<file path="config.mk">
export PLATFORM = sky130hd
export DESIGN_NAME = pnbc_device_flat
export DESIGN_NICKNAME = d
export VERILOG_FILES = /design/src/include/pnbc_pkg.sv /design/src/include/pnbc_link_if.sv /design/src/logic/pnbc_nvm.sv /design/src/logic/pnbc_device.sv /design/src/flat_wrapper.sv
export SDC_FILE = /design/constraint.sdc
export NUM_CORES = 2
export LEC_CHECK = 0
export BUFFER_PORTS_ARGS = -buffer_cell sky130_fd_sc_hd__buf_2
export CAP_MARGIN = 0
export CORE_ASPECT_RATIO = 2
export CORE_MARGIN = 2
export CORE_UTILIZATION = 55
export DETAILED_ROUTE_END_ITERATION = 10
export GPL_TIMING_DRIVEN = 1
export PLACE_DENSITY = 0.69
export SYNTH_ARGS = -nofsm -noshare
export SYNTH_HDL_FRONTEND = slang
export SYNTH_HIERARCHICAL = 1
export SYNTH_SLANG_ARGS = --single-unit
</file>
<file path="constraint.sdc">
create_clock -name aclk -period 14.7 [get_ports aclk]
set_input_delay 0.735 -clock aclk [delete_from_list [all_inputs] [get_ports aclk]]
set_output_delay 0.735 -clock aclk [all_outputs]
set_load 0.01 [all_outputs]
</file>
<file path="src/include/pnbc_pkg.sv">
// Constants and types shared by the burn controller ends and the link.
// Assumes one 25 MHz clock (aclk) and a synchronous active-low reset.
//
// Behaviour
// RULE_01 - At most three burns store new defaults
// RULE_02 - Host burns only after filling parameter memory
// RULE_03 - Host burns only in active or doze
// RULE_04 - Burn done sets flag bit 6, interrupt
// RULE_05 - Reset reloads last burned parameters
// RULE_06 - Burn count readable in status bits 2:0
// RULE_07 - Delivered: empty store, count zero, factory
// RULE_08 - Each burn counts; fourth forces factory (count holds at 7)
// RULE_09 - Host unlocks with 0x62 then 0x9D
// RULE_10 - Host triggers with 0xA5 then 0x5A
// RULE_11 - Sequence ends in STOP; burn after it
// RULE_12 - High key register at 0xAC, value 0x62
// RULE_13 - Low key register at 0xAD, value 0x9D
// RULE_14 - Mode: 00 active, 01 doze, 10 sleep
// RULE_15 - Reading interrupt flags clears them
// RULE_16 - Wrong value or order: no burn
package pnbc_pkg;
  // ----------------------------------------
  // Device register map (link addresses)
  // ----------------------------------------
  localparam int         PM_DEPTH     = 128;
  localparam int         PM_AW        = 7;
  localparam logic [7:0] A_IRQ_SRC    = 8'h00;
  localparam logic [7:0] A_PM_STAT    = 8'h08;
  localparam logic [7:0] A_MODE       = 8'h09;
  localparam logic [7:0] A_PM_CFG     = 8'h0d;
  localparam logic [7:0] A_PB_BASE    = 8'h0e;
  localparam logic [7:0] A_KEY_HIGH   = 8'hac;
  localparam logic [7:0] A_KEY_LOW    = 8'had;
  localparam logic [7:0] KEY_HIGH_VAL = 8'h62;
  localparam logic [7:0] KEY_LOW_VAL  = 8'h9d;
  localparam logic [7:0] TRIG_1_VAL   = 8'ha5;
  localparam logic [7:0] TRIG_2_VAL   = 8'h5a;
  localparam int         IRQ_BURN_BIT = 6;
  localparam logic [1:0] MODE_ACTIVE  = 2'b00;
  localparam logic [1:0] MODE_DOZE    = 2'b01;
  localparam logic [1:0] MODE_SLEEP   = 2'b10;
  localparam logic [1:0] PM_CFG_ON    = 2'b01;
  localparam logic [2:0] BURN_LIMIT   = 3'h3;
  localparam logic [2:0] COUNT_MAX    = 3'h7;
  localparam logic [2:0] COUNT_RST    = 3'h0;
  localparam logic [7:0] BYTE_RST     = 8'h00;

  // ----------------------------------------
  // Host controller register map (AXI4-Lite)
  // ----------------------------------------
  localparam logic [7:0] H_CMD  = 8'h00;
  localparam logic [7:0] H_STAT = 8'h04;
  localparam logic [7:0] H_IRQ  = 8'h08;
  localparam logic [7:0] H_MASK = 8'h0c;
  localparam logic [7:0] H_BURN = 8'h10;
  localparam int         H_IRQ_W = 3;
  localparam logic [2:0] H_IRQ_RST = 3'h0;
  localparam logic [2:0] SEQ_LAST  = 3'h4;

  typedef enum logic [1:0] {OP_WR, OP_RD, OP_STOP} pnbc_op_e;

  // Factory default for one parameter byte; pattern is arbitrary
  function automatic logic [7:0] pnbc_fdef(input logic [PM_AW-1:0] a);
    return {1'b0, a} ^ 8'h3c;
  endfunction
endpackage

</file>
<file path="src/include/pnbc_link_if.sv">
// Register-level link between host end and device end.
// Assumes both ends share aclk; one transfer per pulse.
`timescale 1ns/1ps
`default_nettype none
interface pnbc_link_if (input wire logic aclk);
  logic       wr;
  logic       rd;
  logic       stop;
  logic [7:0] addr;
  logic [7:0] wdata;
  logic [7:0] rdata;
  logic       rack;
  logic       irq;

  modport device (input wr, rd, stop, addr, wdata,
                  output rdata, rack, irq);
  modport host   (output wr, rd, stop, addr, wdata,
                  input rdata, rack, irq);
endinterface
`default_nettype wire

</file>
<file path="src/logic/pnbc_nvm.sv">
// Non-volatile parameter store with burn counter and factory flag.
// Assumes aresetn does not reach it; erase models the delivered state.
`timescale 1ns/1ps
`default_nettype none
module pnbc_nvm #(
  parameter int DEPTH = pnbc_pkg::PM_DEPTH,
  parameter int AW    = pnbc_pkg::PM_AW
) (
  input  wire logic          aclk,
  input  wire logic          erase,
  input  wire logic          we,
  input  wire logic [AW-1:0] waddr,
  input  wire logic [7:0]    wdata,
  input  wire logic [AW-1:0] raddr,
  output logic      [7:0]    rdata,
  input  wire logic          bump,
  output logic      [2:0]    count,
  output logic               factory
);
  logic [7:0] mem [DEPTH];

  // ----------------------------------------
  // Storage
  // ----------------------------------------
  always_ff @(posedge aclk) begin
    if (we) begin
      mem[waddr] <= wdata;
    end
  end

  assign rdata = mem[raddr];

  // ----------------------------------------
  // Counter; survives aresetn on purpose
  // ----------------------------------------
  always_ff @(posedge aclk) begin
    if (erase) begin
      count   <= pnbc_pkg::COUNT_RST; // RULE_07
      factory <= 1'b0;
    end else if (bump) begin
      if (count != pnbc_pkg::COUNT_MAX) begin
        count <= count + 3'h1; // RULE_08
      end
      if (count >= pnbc_pkg::BURN_LIMIT) begin
        factory <= 1'b1; // RULE_08
      end
    end
  end
endmodule // pnbc_nvm
`default_nettype wire

</file>
<file path="src/logic/pnbc_device.sv">
// Device end: working parameter memory, burn sequence detector,
// burn engine and interrupt flags. Assumes the link modport drives
// one-cycle strobes on aclk; nvm_erase restores the delivered state.
`timescale 1ns/1ps
`default_nettype none
module pnbc_device (
  input  wire logic    aclk,
  input  wire logic    aresetn,
  input  wire logic    nvm_erase,
  pnbc_link_if.device  link,
  output logic         busy,
  output logic [1:0]   mode,
  output logic [2:0]   burn_count
);
  localparam int AW = pnbc_pkg::PM_AW;

  typedef enum logic [2:0] {
    S_LOAD, S_IDLE, S_KEY1, S_KEY2, S_TRIG1, S_ARMED, S_BURN
  } pnbc_dev_st_e;

  pnbc_dev_st_e   st_q;
  logic [AW-1:0]  idx_q;
  logic [7:0]     pm_q [pnbc_pkg::PM_DEPTH];
  logic [7:0]     irq_src_q;
  logic [1:0]     mode_q;
  logic [7:0]     cfg_q;
  logic [7:0]     base_q;
  logic [7:0]     rdata_q;
  logic           rack_q;
  logic [7:0]     nvm_rd;
  logic [2:0]     cnt;
  logic           factory;
  logic           burn_done;
  logic           last_idx;
  logic           win_hit;
  logic [AW-1:0]  win_addr;
  logic           use_fdef;

  // Parameter window open in gateway mode, link addresses 0..7
  function automatic logic pnbc_in_win(input logic [7:0] a,
                                       input logic [7:0] cfg);
    return (cfg[5:4] == pnbc_pkg::PM_CFG_ON) && (a[7:3] == 5'h00);
  endfunction

  assign last_idx = (idx_q == AW'(pnbc_pkg::PM_DEPTH - 1));
  assign win_hit  = pnbc_in_win(link.addr, cfg_q);
  assign win_addr = AW'(base_q + {5'h00, link.addr[2:0]});
  assign use_fdef = (cnt == pnbc_pkg::COUNT_RST) || factory; // RULE_07
  assign burn_done = (st_q == S_BURN) && (last_idx || factory);

  pnbc_nvm pnbc_nvm_inst (
    .aclk    (aclk),
    .erase   (nvm_erase),
    .we      ((st_q == S_BURN) && !factory),
    .waddr   (idx_q),
    .wdata   (pm_q[idx_q]),
    .raddr   (idx_q),
    .rdata   (nvm_rd),
    .bump    (burn_done),
    .count   (cnt),
    .factory (factory)
  );

  // ----------------------------------------
  // Burn sequence and engine
  // ----------------------------------------
  always_ff @(posedge aclk) begin
    if (!aresetn) begin
      st_q  <= S_LOAD;
      idx_q <= '0;
    end else begin
      unique case (st_q)
        S_LOAD: begin
          idx_q <= idx_q + AW'(1);
          if (last_idx) begin
            st_q <= S_IDLE;
          end
        end
        S_IDLE: begin
          // Sleep blocks the sequence rather than half-burning
          if (link.wr && link.addr == pnbc_pkg::A_KEY_HIGH && // RULE_12
              link.wdata == pnbc_pkg::KEY_HIGH_VAL &&
              mode_q != pnbc_pkg::MODE_SLEEP) begin // RULE_03
            st_q <= S_KEY1;
          end
        end
        S_KEY1: begin
          if (link.wr) begin
            st_q <= (link.addr == pnbc_pkg::A_KEY_LOW && // RULE_13
                     link.wdata == pnbc_pkg::KEY_LOW_VAL) ?
                    S_KEY2 : S_IDLE; // RULE_16
          end
        end
        S_KEY2: begin
          if (link.wr) begin
            st_q <= (link.addr == pnbc_pkg::A_PB_BASE &&
                     link.wdata == pnbc_pkg::TRIG_1_VAL) ?
                    S_TRIG1 : S_IDLE; // RULE_16
          end
        end
        S_TRIG1: begin
          if (link.wr) begin
            st_q <= (link.addr == pnbc_pkg::A_PB_BASE &&
                     link.wdata == pnbc_pkg::TRIG_2_VAL) ?
                    S_ARMED : S_IDLE; // RULE_16
          end
        end
        S_ARMED: begin
          if (link.wr) begin
            st_q <= S_IDLE; // RULE_16
          end else if (link.stop) begin
            st_q  <= S_BURN; // RULE_11
            idx_q <= '0;
          end
        end
        S_BURN: begin
          idx_q <= idx_q + AW'(1); // RULE_01
          if (burn_done) begin
            st_q <= S_IDLE;
          end
        end
        default: st_q <= S_IDLE;
      endcase
    end
  end

  // ----------------------------------------
  // Working parameter memory
  // ----------------------------------------
  // Link writes during reload are dropped so the reload stays whole
  always_ff @(posedge aclk) begin
    if (st_q == S_LOAD) begin
      pm_q[idx_q] <= use_fdef ? pnbc_pkg::pnbc_fdef(idx_q) : nvm_rd; // RULE_05
    end else if (link.wr && win_hit && !cfg_q[3]) begin
      pm_q[win_addr] <= link.wdata;
    end
  end

  // ----------------------------------------
  // Control registers
  // ----------------------------------------
  always_ff @(posedge aclk) begin
    if (!aresetn) begin
      mode_q <= pnbc_pkg::MODE_ACTIVE;
      cfg_q  <= pnbc_pkg::BYTE_RST;
      base_q <= pnbc_pkg::BYTE_RST;
    end else if (link.wr && st_q != S_LOAD && !win_hit) begin
      if (link.addr == pnbc_pkg::A_MODE &&
          link.wdata[1:0] != 2'b11) begin
        mode_q <= link.wdata[1:0]; // RULE_14
      end
      if (link.addr == pnbc_pkg::A_PM_CFG) begin
        cfg_q <= {2'b00, link.wdata[5:3], 3'b000};
      end
      // Trigger values are not valid bases and are not stored
      if (link.addr == pnbc_pkg::A_PB_BASE &&
          link.wdata != pnbc_pkg::TRIG_1_VAL &&
          link.wdata != pnbc_pkg::TRIG_2_VAL) begin
        base_q <= {link.wdata[7:3], 3'b000};
      end
    end
  end

  // ----------------------------------------
  // Interrupt flags
  // ----------------------------------------
  always_ff @(posedge aclk) begin
    if (!aresetn) begin
      irq_src_q <= pnbc_pkg::BYTE_RST;
    end else begin
      if (link.rd && !win_hit && link.addr == pnbc_pkg::A_IRQ_SRC) begin
        irq_src_q <= pnbc_pkg::BYTE_RST; // RULE_15
      end
      // Set after clear: a finishing burn is never lost
      if (burn_done) begin
        irq_src_q[pnbc_pkg::IRQ_BURN_BIT] <= 1'b1; // RULE_04
      end
    end
  end

  // ----------------------------------------
  // Read path, answered the cycle after rd
  // ----------------------------------------
  always_ff @(posedge aclk) begin
    if (!aresetn) begin
      rdata_q <= pnbc_pkg::BYTE_RST;
      rack_q  <= 1'b0;
    end else begin
      rack_q <= link.rd;
      if (link.rd) begin
        if (win_hit) begin
          rdata_q <= pm_q[win_addr];
        end else begin
          unique case (link.addr)
            pnbc_pkg::A_IRQ_SRC: rdata_q <= irq_src_q;
            pnbc_pkg::A_PM_STAT: rdata_q <= {4'h0, factory, cnt}; // RULE_06
            pnbc_pkg::A_MODE:    rdata_q <= {6'h00, mode_q};
            pnbc_pkg::A_PM_CFG:  rdata_q <= cfg_q;
            pnbc_pkg::A_PB_BASE: rdata_q <= base_q;
            default:             rdata_q <= pnbc_pkg::BYTE_RST;
          endcase
        end
      end
    end
  end

  assign link.rdata = rdata_q;
  assign link.rack  = rack_q;
  assign link.irq   = |irq_src_q; // RULE_04
  assign busy       = (st_q == S_LOAD) || (st_q == S_BURN);
  assign mode       = mode_q;
  assign burn_count = cnt;
endmodule // pnbc_device
`default_nettype wire

</file>
<file path="src/flat_wrapper.sv">
// flat-port wrapper written by rule: the top's interface ports become plain ports
module pnbc_device_flat 
  (aclk, aresetn, nvm_erase, busy, mode, burn_count, link_wr, link_rd, link_stop, link_addr, link_wdata, link_rdata, link_rack, link_irq);
  pnbc_link_if link_i (.aclk(aclk));
  input  wire logic aclk;
  input  wire logic aresetn;
  input  wire logic nvm_erase;
  output logic busy;
  output logic [1:0] mode;
  output logic [2:0] burn_count;
  input wire logic [$bits(link_i.wr)-1:0] link_wr;
  input wire logic [$bits(link_i.rd)-1:0] link_rd;
  input wire logic [$bits(link_i.stop)-1:0] link_stop;
  input wire logic [$bits(link_i.addr)-1:0] link_addr;
  input wire logic [$bits(link_i.wdata)-1:0] link_wdata;
  output wire logic [$bits(link_i.rdata)-1:0] link_rdata;
  output wire logic [$bits(link_i.rack)-1:0] link_rack;
  output wire logic [$bits(link_i.irq)-1:0] link_irq;
  assign link_i.wr = link_wr;
  assign link_i.rd = link_rd;
  assign link_i.stop = link_stop;
  assign link_i.addr = link_addr;
  assign link_i.wdata = link_wdata;
  assign link_rdata = link_i.rdata;
  assign link_rack = link_i.rack;
  assign link_irq = link_i.irq;
  pnbc_device u_core (.aclk(aclk), .aresetn(aresetn), .nvm_erase(nvm_erase), .link(link_i), .busy(busy), .mode(mode), .burn_count(burn_count));
endmodule
</file>
; ---- Yosys cells after proc, flatten, opt, wreduce, memory -nomap -nowiden
; Memory sizes are Yosys's and may differ from the RTL's. A register that Yosys moved wholly into a read port is not among the register bits.
; Index checks and enable logic that the tools add are counted.
[word_totals]
register_bits = 34
ram_bits = 2048
out_inout_bits = 16
mem_count = 2
[op_classes]
addsub = 3
magnitude_cmp = 1
n_eq_ne = 32
mux = 34
bitwise = 1
n_reduce_logical = 40
[mem_list]
columns = name, depth, width, rd, rd_ports_with_merged_regs, wr, line
row1 = u_core.pm_q, 128, 8, 2, 1, 1, pnbc_device.sv:23  ; logic [7:0] pm_q [pnbc_pkg::PM_DEPTH];
row2 = u_core.pnbc_nvm_inst.mem, 128, 8, 1, 1, 1, pnbc_nvm.sv:20  ; logic [7:0] mem [DEPTH];
[ops]
columns = op, n
row1 = 2-to-1 mux 7 bit, 8
row2 = case mux 8 bit (5 select lines), 1
row3 = "== test 8 x 4 -> 1 bit, second input constant", 4
row4 = "== test 8 bit, second input constant", 4
row5 = 2-to-1 mux 3 bit, 10
row6 = 2-to-1 mux 8 bit, 3
row7 = case mux 3 bit (7 select lines), 1
row8 = logical AND 1 bit, 18
row9 = "== test 8 x 7 -> 1 bit, second input constant", 2
row10 = "inequality test 2 bit, second input constant", 7
row11 = case mux 7 bit (2 select lines), 1
row12 = AND reduction 2 bit, 5
row13 = "== test 3 bit, second input constant", 3
row14 = 2-to-1 mux 1 bit, 9
row15 = logical NOT 8 bit, 1
row16 = "inequality test 8 x 7 -> 1 bit, second input constant", 1
row17 = "inequality test 8 bit, second input constant", 1
row18 = OR reduction 8 bit, 1
row19 = "adder 7 x 1 -> 7 bit, second input constant", 1
row20 = adder 7 x 3 -> 7 bit, 1
row21 = "== test 7 bit, second input constant", 1
row22 = AND reduction 7 bit, 1
row23 = "== test 3 x 2 -> 1 bit, second input constant", 2
row24 = logical NOT 3 bit, 2
row25 = other kinds (15), 23

; ---- Logic depth before layout (Yosys ltp)
[logic_depth]
word_depth = 9
depth_mapped = 12

; ---- By module
; Netlist, hierarchy kept.
[modules_own_cells]
columns = mod, instances, cells_each, area_each_um2
row1 = pnbc_device, 1, 2478, 50064.3
row2 = pnbc_nvm, 1, 1645, 39680.6

; ---- Worst setup path before layout
; Ideal clock, no wire load.
[synth_path]
path_type = reg-to-reg
start = register u_core/idx_q[1] (netlist name)
end = memory u_core.pm_q[0][6], data pin
arrival_time_ps = 7013
required_time_ps = 13503
path_slack_ps = 6490
path_stages_with_launch = 8
n_path_buf = 2
synth_period_minus_slack_ps = 8210
cell_sequence = dfxtp_1 clkbuf_1 clkbuf_1 mux4_2 mux4_2 mux2_2 mux2i_1 o21ai_0
[synth_lines]
columns = element, line
row1 = to (decl), pnbc_device.sv:23

==> results by group <==
Power
  – Pint: 9.60 mW
  – Clock network power share: 38.7%
  – Gate power share: 7.4%
  – Net Sw Frac: 21.8%
  – PwrDens: 124 nW/µm²
  – Psw: 2.68 mW
  – Sequential share of power: 54.0%
  – Leakage power: 29.5 nW
  – VDD IR max: 0.108 mV

Synthesis
  – Syn Inst Count: 4123
  – Area share of and/or/nand/nor cells after synthesis: 2.69%
  – Compound-cell area share of the yosys netlist: 1.14%
  – Post-synthesis mux area share: 25.0%
  – Main flop type after synthesis: edfxtp_1
  – Post-synth top area share: 68.5%
  – XOR/XNOR share of the synthesized area: 0.0683%
  – Post-synthesis register bit count: 2089
  – Syn Nets: 4149
  – Sequential fraction of the synthesis area: 69.4%
  – Post-synthesis adder-cell area fraction: 0.0558%
  – Top area cells in the synthesized netlist: edfxtp_1 69%, mux4_2 24%, dfxtp_1 0.91%
  – Post-synthesis cell area: 89700 µm²
  – Fraction of registers with async set/reset: 0%
  – Warnings, synthesis: 6
  – Number of distinct library cells after synthesis: 60
  – Largest family of logic cells by synthesized area: multiplexers
  – Yosys top cell by area: edfxtp_1
  – EDFF count, synth: 2048
  – Mapped Avg Cell Area: 21.8 µm²

Floorplan
  – Die Ht: 575 µm
  – Starting Density: 55.4%
  – IO Pins: 38
  – Core ar.: 162000 µm²
  – Die Span X: 290 µm
  – Die area: 167000 µm²
  – Row cnt: 209

Timing
  – Hold WS: 0.135 ns
  – Max_slew headroom: 11.9%
  – Max-slew violation count: 0
  – Tmin final: 5.86 ns
  – Fin crit share: 39.9%
  – RSZ-0062 raised after global routing: false
  – Worst Clk Skew: 0.0752 ns
  – Endpoints failing setup: 0
  – Slew @ Worst Pin: 1.32 ns
  – Setup_tns: 0 ns
  – Fmax: 0.171 GHz
  – Hold Violations, Final: 0

Cells and area
  – FF+latch area: 62400 µm²
  – Fin cells: 6469
  – Nets: 4250
  – Multi-input logic area: 26400 µm²
  – Area delta synth->final: 10.2%
  – Share of cells above drive strength 1: 35.3%
  – Final core occ: 61.0%
  – Fill count: 11.2k

Worst setup path
  – Reg2Reg Depth: 9
  – Crit path DAT: 6.22 ns
  – Crit end category: register
  – Crit path max fanout: 128
  – CP startpoint kind: register
  – Crit Path Class: reg2reg
  – Reg2reg start: u_core/idx_q[0]$_SDFFE_PN0P_
  – Crit path launch: u_core/idx_q[0]$_SDFFE_PN0P_
  – CP required: 15.06 ns

Drt
  – Wire per inst: 38.1 µm
  – DR vias: 45.1k
  – Final Routed Wirelength: 246000 µm
  – Detailed Routing Iterations Pass 1: 6
  – DRC: 0
  – 1st-iter DRT viols: 5063
  – Post-route antenna net violation count: 0
  – Via-per-instance ratio: 6.97

Clocking
  – H-tree depth: 4
  – CTS tree: built
  – Post-CTS Setup Bufs: 0
  – Clock-pin transition on the worst setup and hold timing paths: 0.07 ns
  – Clk root buf: clkbuf_16
  – Clk sinks: 2089
  – Worst-Skew Late Latency: 0.84 ns
  – Cts hold-fix bufs: 0
  – PostCTS Resize Cnt: 0
  – CTS Buf Count: 185
  – Max Buffers Root-to-Sink: 4

Hold path
  – Hold wc startpoint: nvm_erase
  – Hold Crit Depth: 2
  – Hold crit path type: in2reg

Job
  – MaxCap Viol Count: 0

Placement
  – Final GP Congestion: 0.974
  – Detail Placement HPWL: 163000 µm
  – Placed instance count: 6146
  – # port buffers: 37

GRT
  – Vias in the first global route: 47.2k
  – Overflow left after global routing: 0
  – Grt met2 use: 54.6%
  – Largest net degree at the start of global routing: 144
  – Met3 Usage GRT: 4.66%
  – Met1 Resource Use GR: 32.2%
  – Global-route usage over all layers: 30.1%
  – Initial antenna violation count: 11
  – First-pass GRT wire length: 347000 µm
  – Layer with the highest usage: met2

Status
  – Outcome: finished clean
power groups by stage:
stage	combinational, mW	clock, mW	sequential, mW
6_report	0.903	4.75	6.63
5_1_grt	0.938	5.03	6.63
4_1_cts	0.903	4.82	6.63
3_5_place_dp	0.901	0	6.76
3_3_place_gp	0.888	0	6.76
2_1_floorplan	0.600	0	6.75
routing by layer:
metal	wire length, µm	up-vias
met5	105	-
met4	20600	16
li1	-	18000
met2	135000	2223
met1	75100	24100
met3	15800	672
layout by cell type (no fill, tap or decap), types with 21 or more instances in the layout:
master / Yosys / layout
nor2_1: 194 / 193
buf_4: 37 / 171
a21oi_1: 35 / 29
nor2b_1: 21 / 21
a22oi_1: 22 / 22
nor3_2: 1 / 33
nand3_1: 32 / 32
clkinv_2: 0 / 32
edfxtp_1: 2048 / 2048
nand2_1: 69 / 68
mux4_2: 958 / 958
clkinv_1: 0 / 29
nor3_1: 131 / 99
buf_2: 63 / 34
mux2i_1: 56 / 56
dfxtp_1: 41 / 30
clkbuf_16: 0 / 189
clkbuf_1: 152 / 35
o21ai_0: 25 / 22
layout make-up:
cell class	count	share of cell area (%)
clock buffers	225	4.93
repair buffers	217	1.68
inverters	11	0.0418
diodes	6	0.0152
flip-flops and latches	2089	63.1
clock inverters	91	0.873
multi-input cells	1720	26.7
well taps	2110	2.67
flip-flops by register name, summed over array words and instances (netlist names), named ones only:
signal	flops
u_core/base_q	5
u_core/pnbc_nvm_inst/mem	1024
u_core/st_q	3
u_core/pm_q	1024
u_core/cfg_q	3
u_core/mode	2
u_core/idx_q	7
u_core/link.rack	1
u_core/irq_src_q	1
u_core/pnbc_nvm_inst/factory	1
u_core/link.rdata	8
u_core/pnbc_nvm_inst/count	3
cells by family after synthesis:
group,Yosys count
XOR/XNOR,7
multiplexers,1038
flip-flops,2089
buffers and inverters,314
AO/OA/AOI/OAI,152
AND/OR/NAND/NOR,519
adder cells (fa/ha/maj),4
worst max-delay path: stages (launching register included):
cell and delay, ns:
dfxtp_4 0.72, buf_12 0.61, buf_12 0.61, mux4_2 0.69
mux4_2 0.55, mux4_2 0.57, mux2_2 0.30, a211oi_1 0.44
a21oi_4 0.04, buf_4 0.51
worst paths after layout:
path                                                      to  slack (ns)
setup reg to reg                u_core/pm_q[25][5]$_DFFE_PP_        8.84
hold reg to reg            u_core/link.rdata[2]$_SDFFE_PN0P_        0.49
hold / removal    u_core/pnbc_nvm_inst/count[0]$_SDFFE_PP0P_        0.14
setup / recovery                u_core/pm_q[25][5]$_DFFE_PP_        8.84
through the flow:
step                      instance area, µm²  total power, mW  setup WS (ns)
after global placement                 93100             7.65           8.81
after detailed placement               93100             7.66           8.73
after floorplan                        89700             7.35           6.49
final                                  98900             12.3           8.84
after global routing                   98900             12.6           8.44
after CTS                              98800             12.4           8.68
cell usage after synthesis (5+ instances only):
cell and count:
edfxtp_1 2048, mux4_2 958, nor2_1 194, clkbuf_1 152
nor3_1 131, nand2_1 69, buf_2 63, mux2i_1 56
buf_1 42, dfxtp_1 41, buf_4 37, a21oi_1 35
nand3_1 32, o21ai_0 25, mux2_2 24, a22oi_1 22
nor2b_1 21, a31oi_1 13, nor4_1 13, inv_1 11
nand2b_1 10, buf_6 9, nand4_1 9, a221oi_1 7
o211ai_1 7, or2_2 7, or3_1 7, a211oi_1 5
and3_1 5, nor4b_1 5, o221a_2 5
No activity file was read; power rests on OpenSTA's default activity.
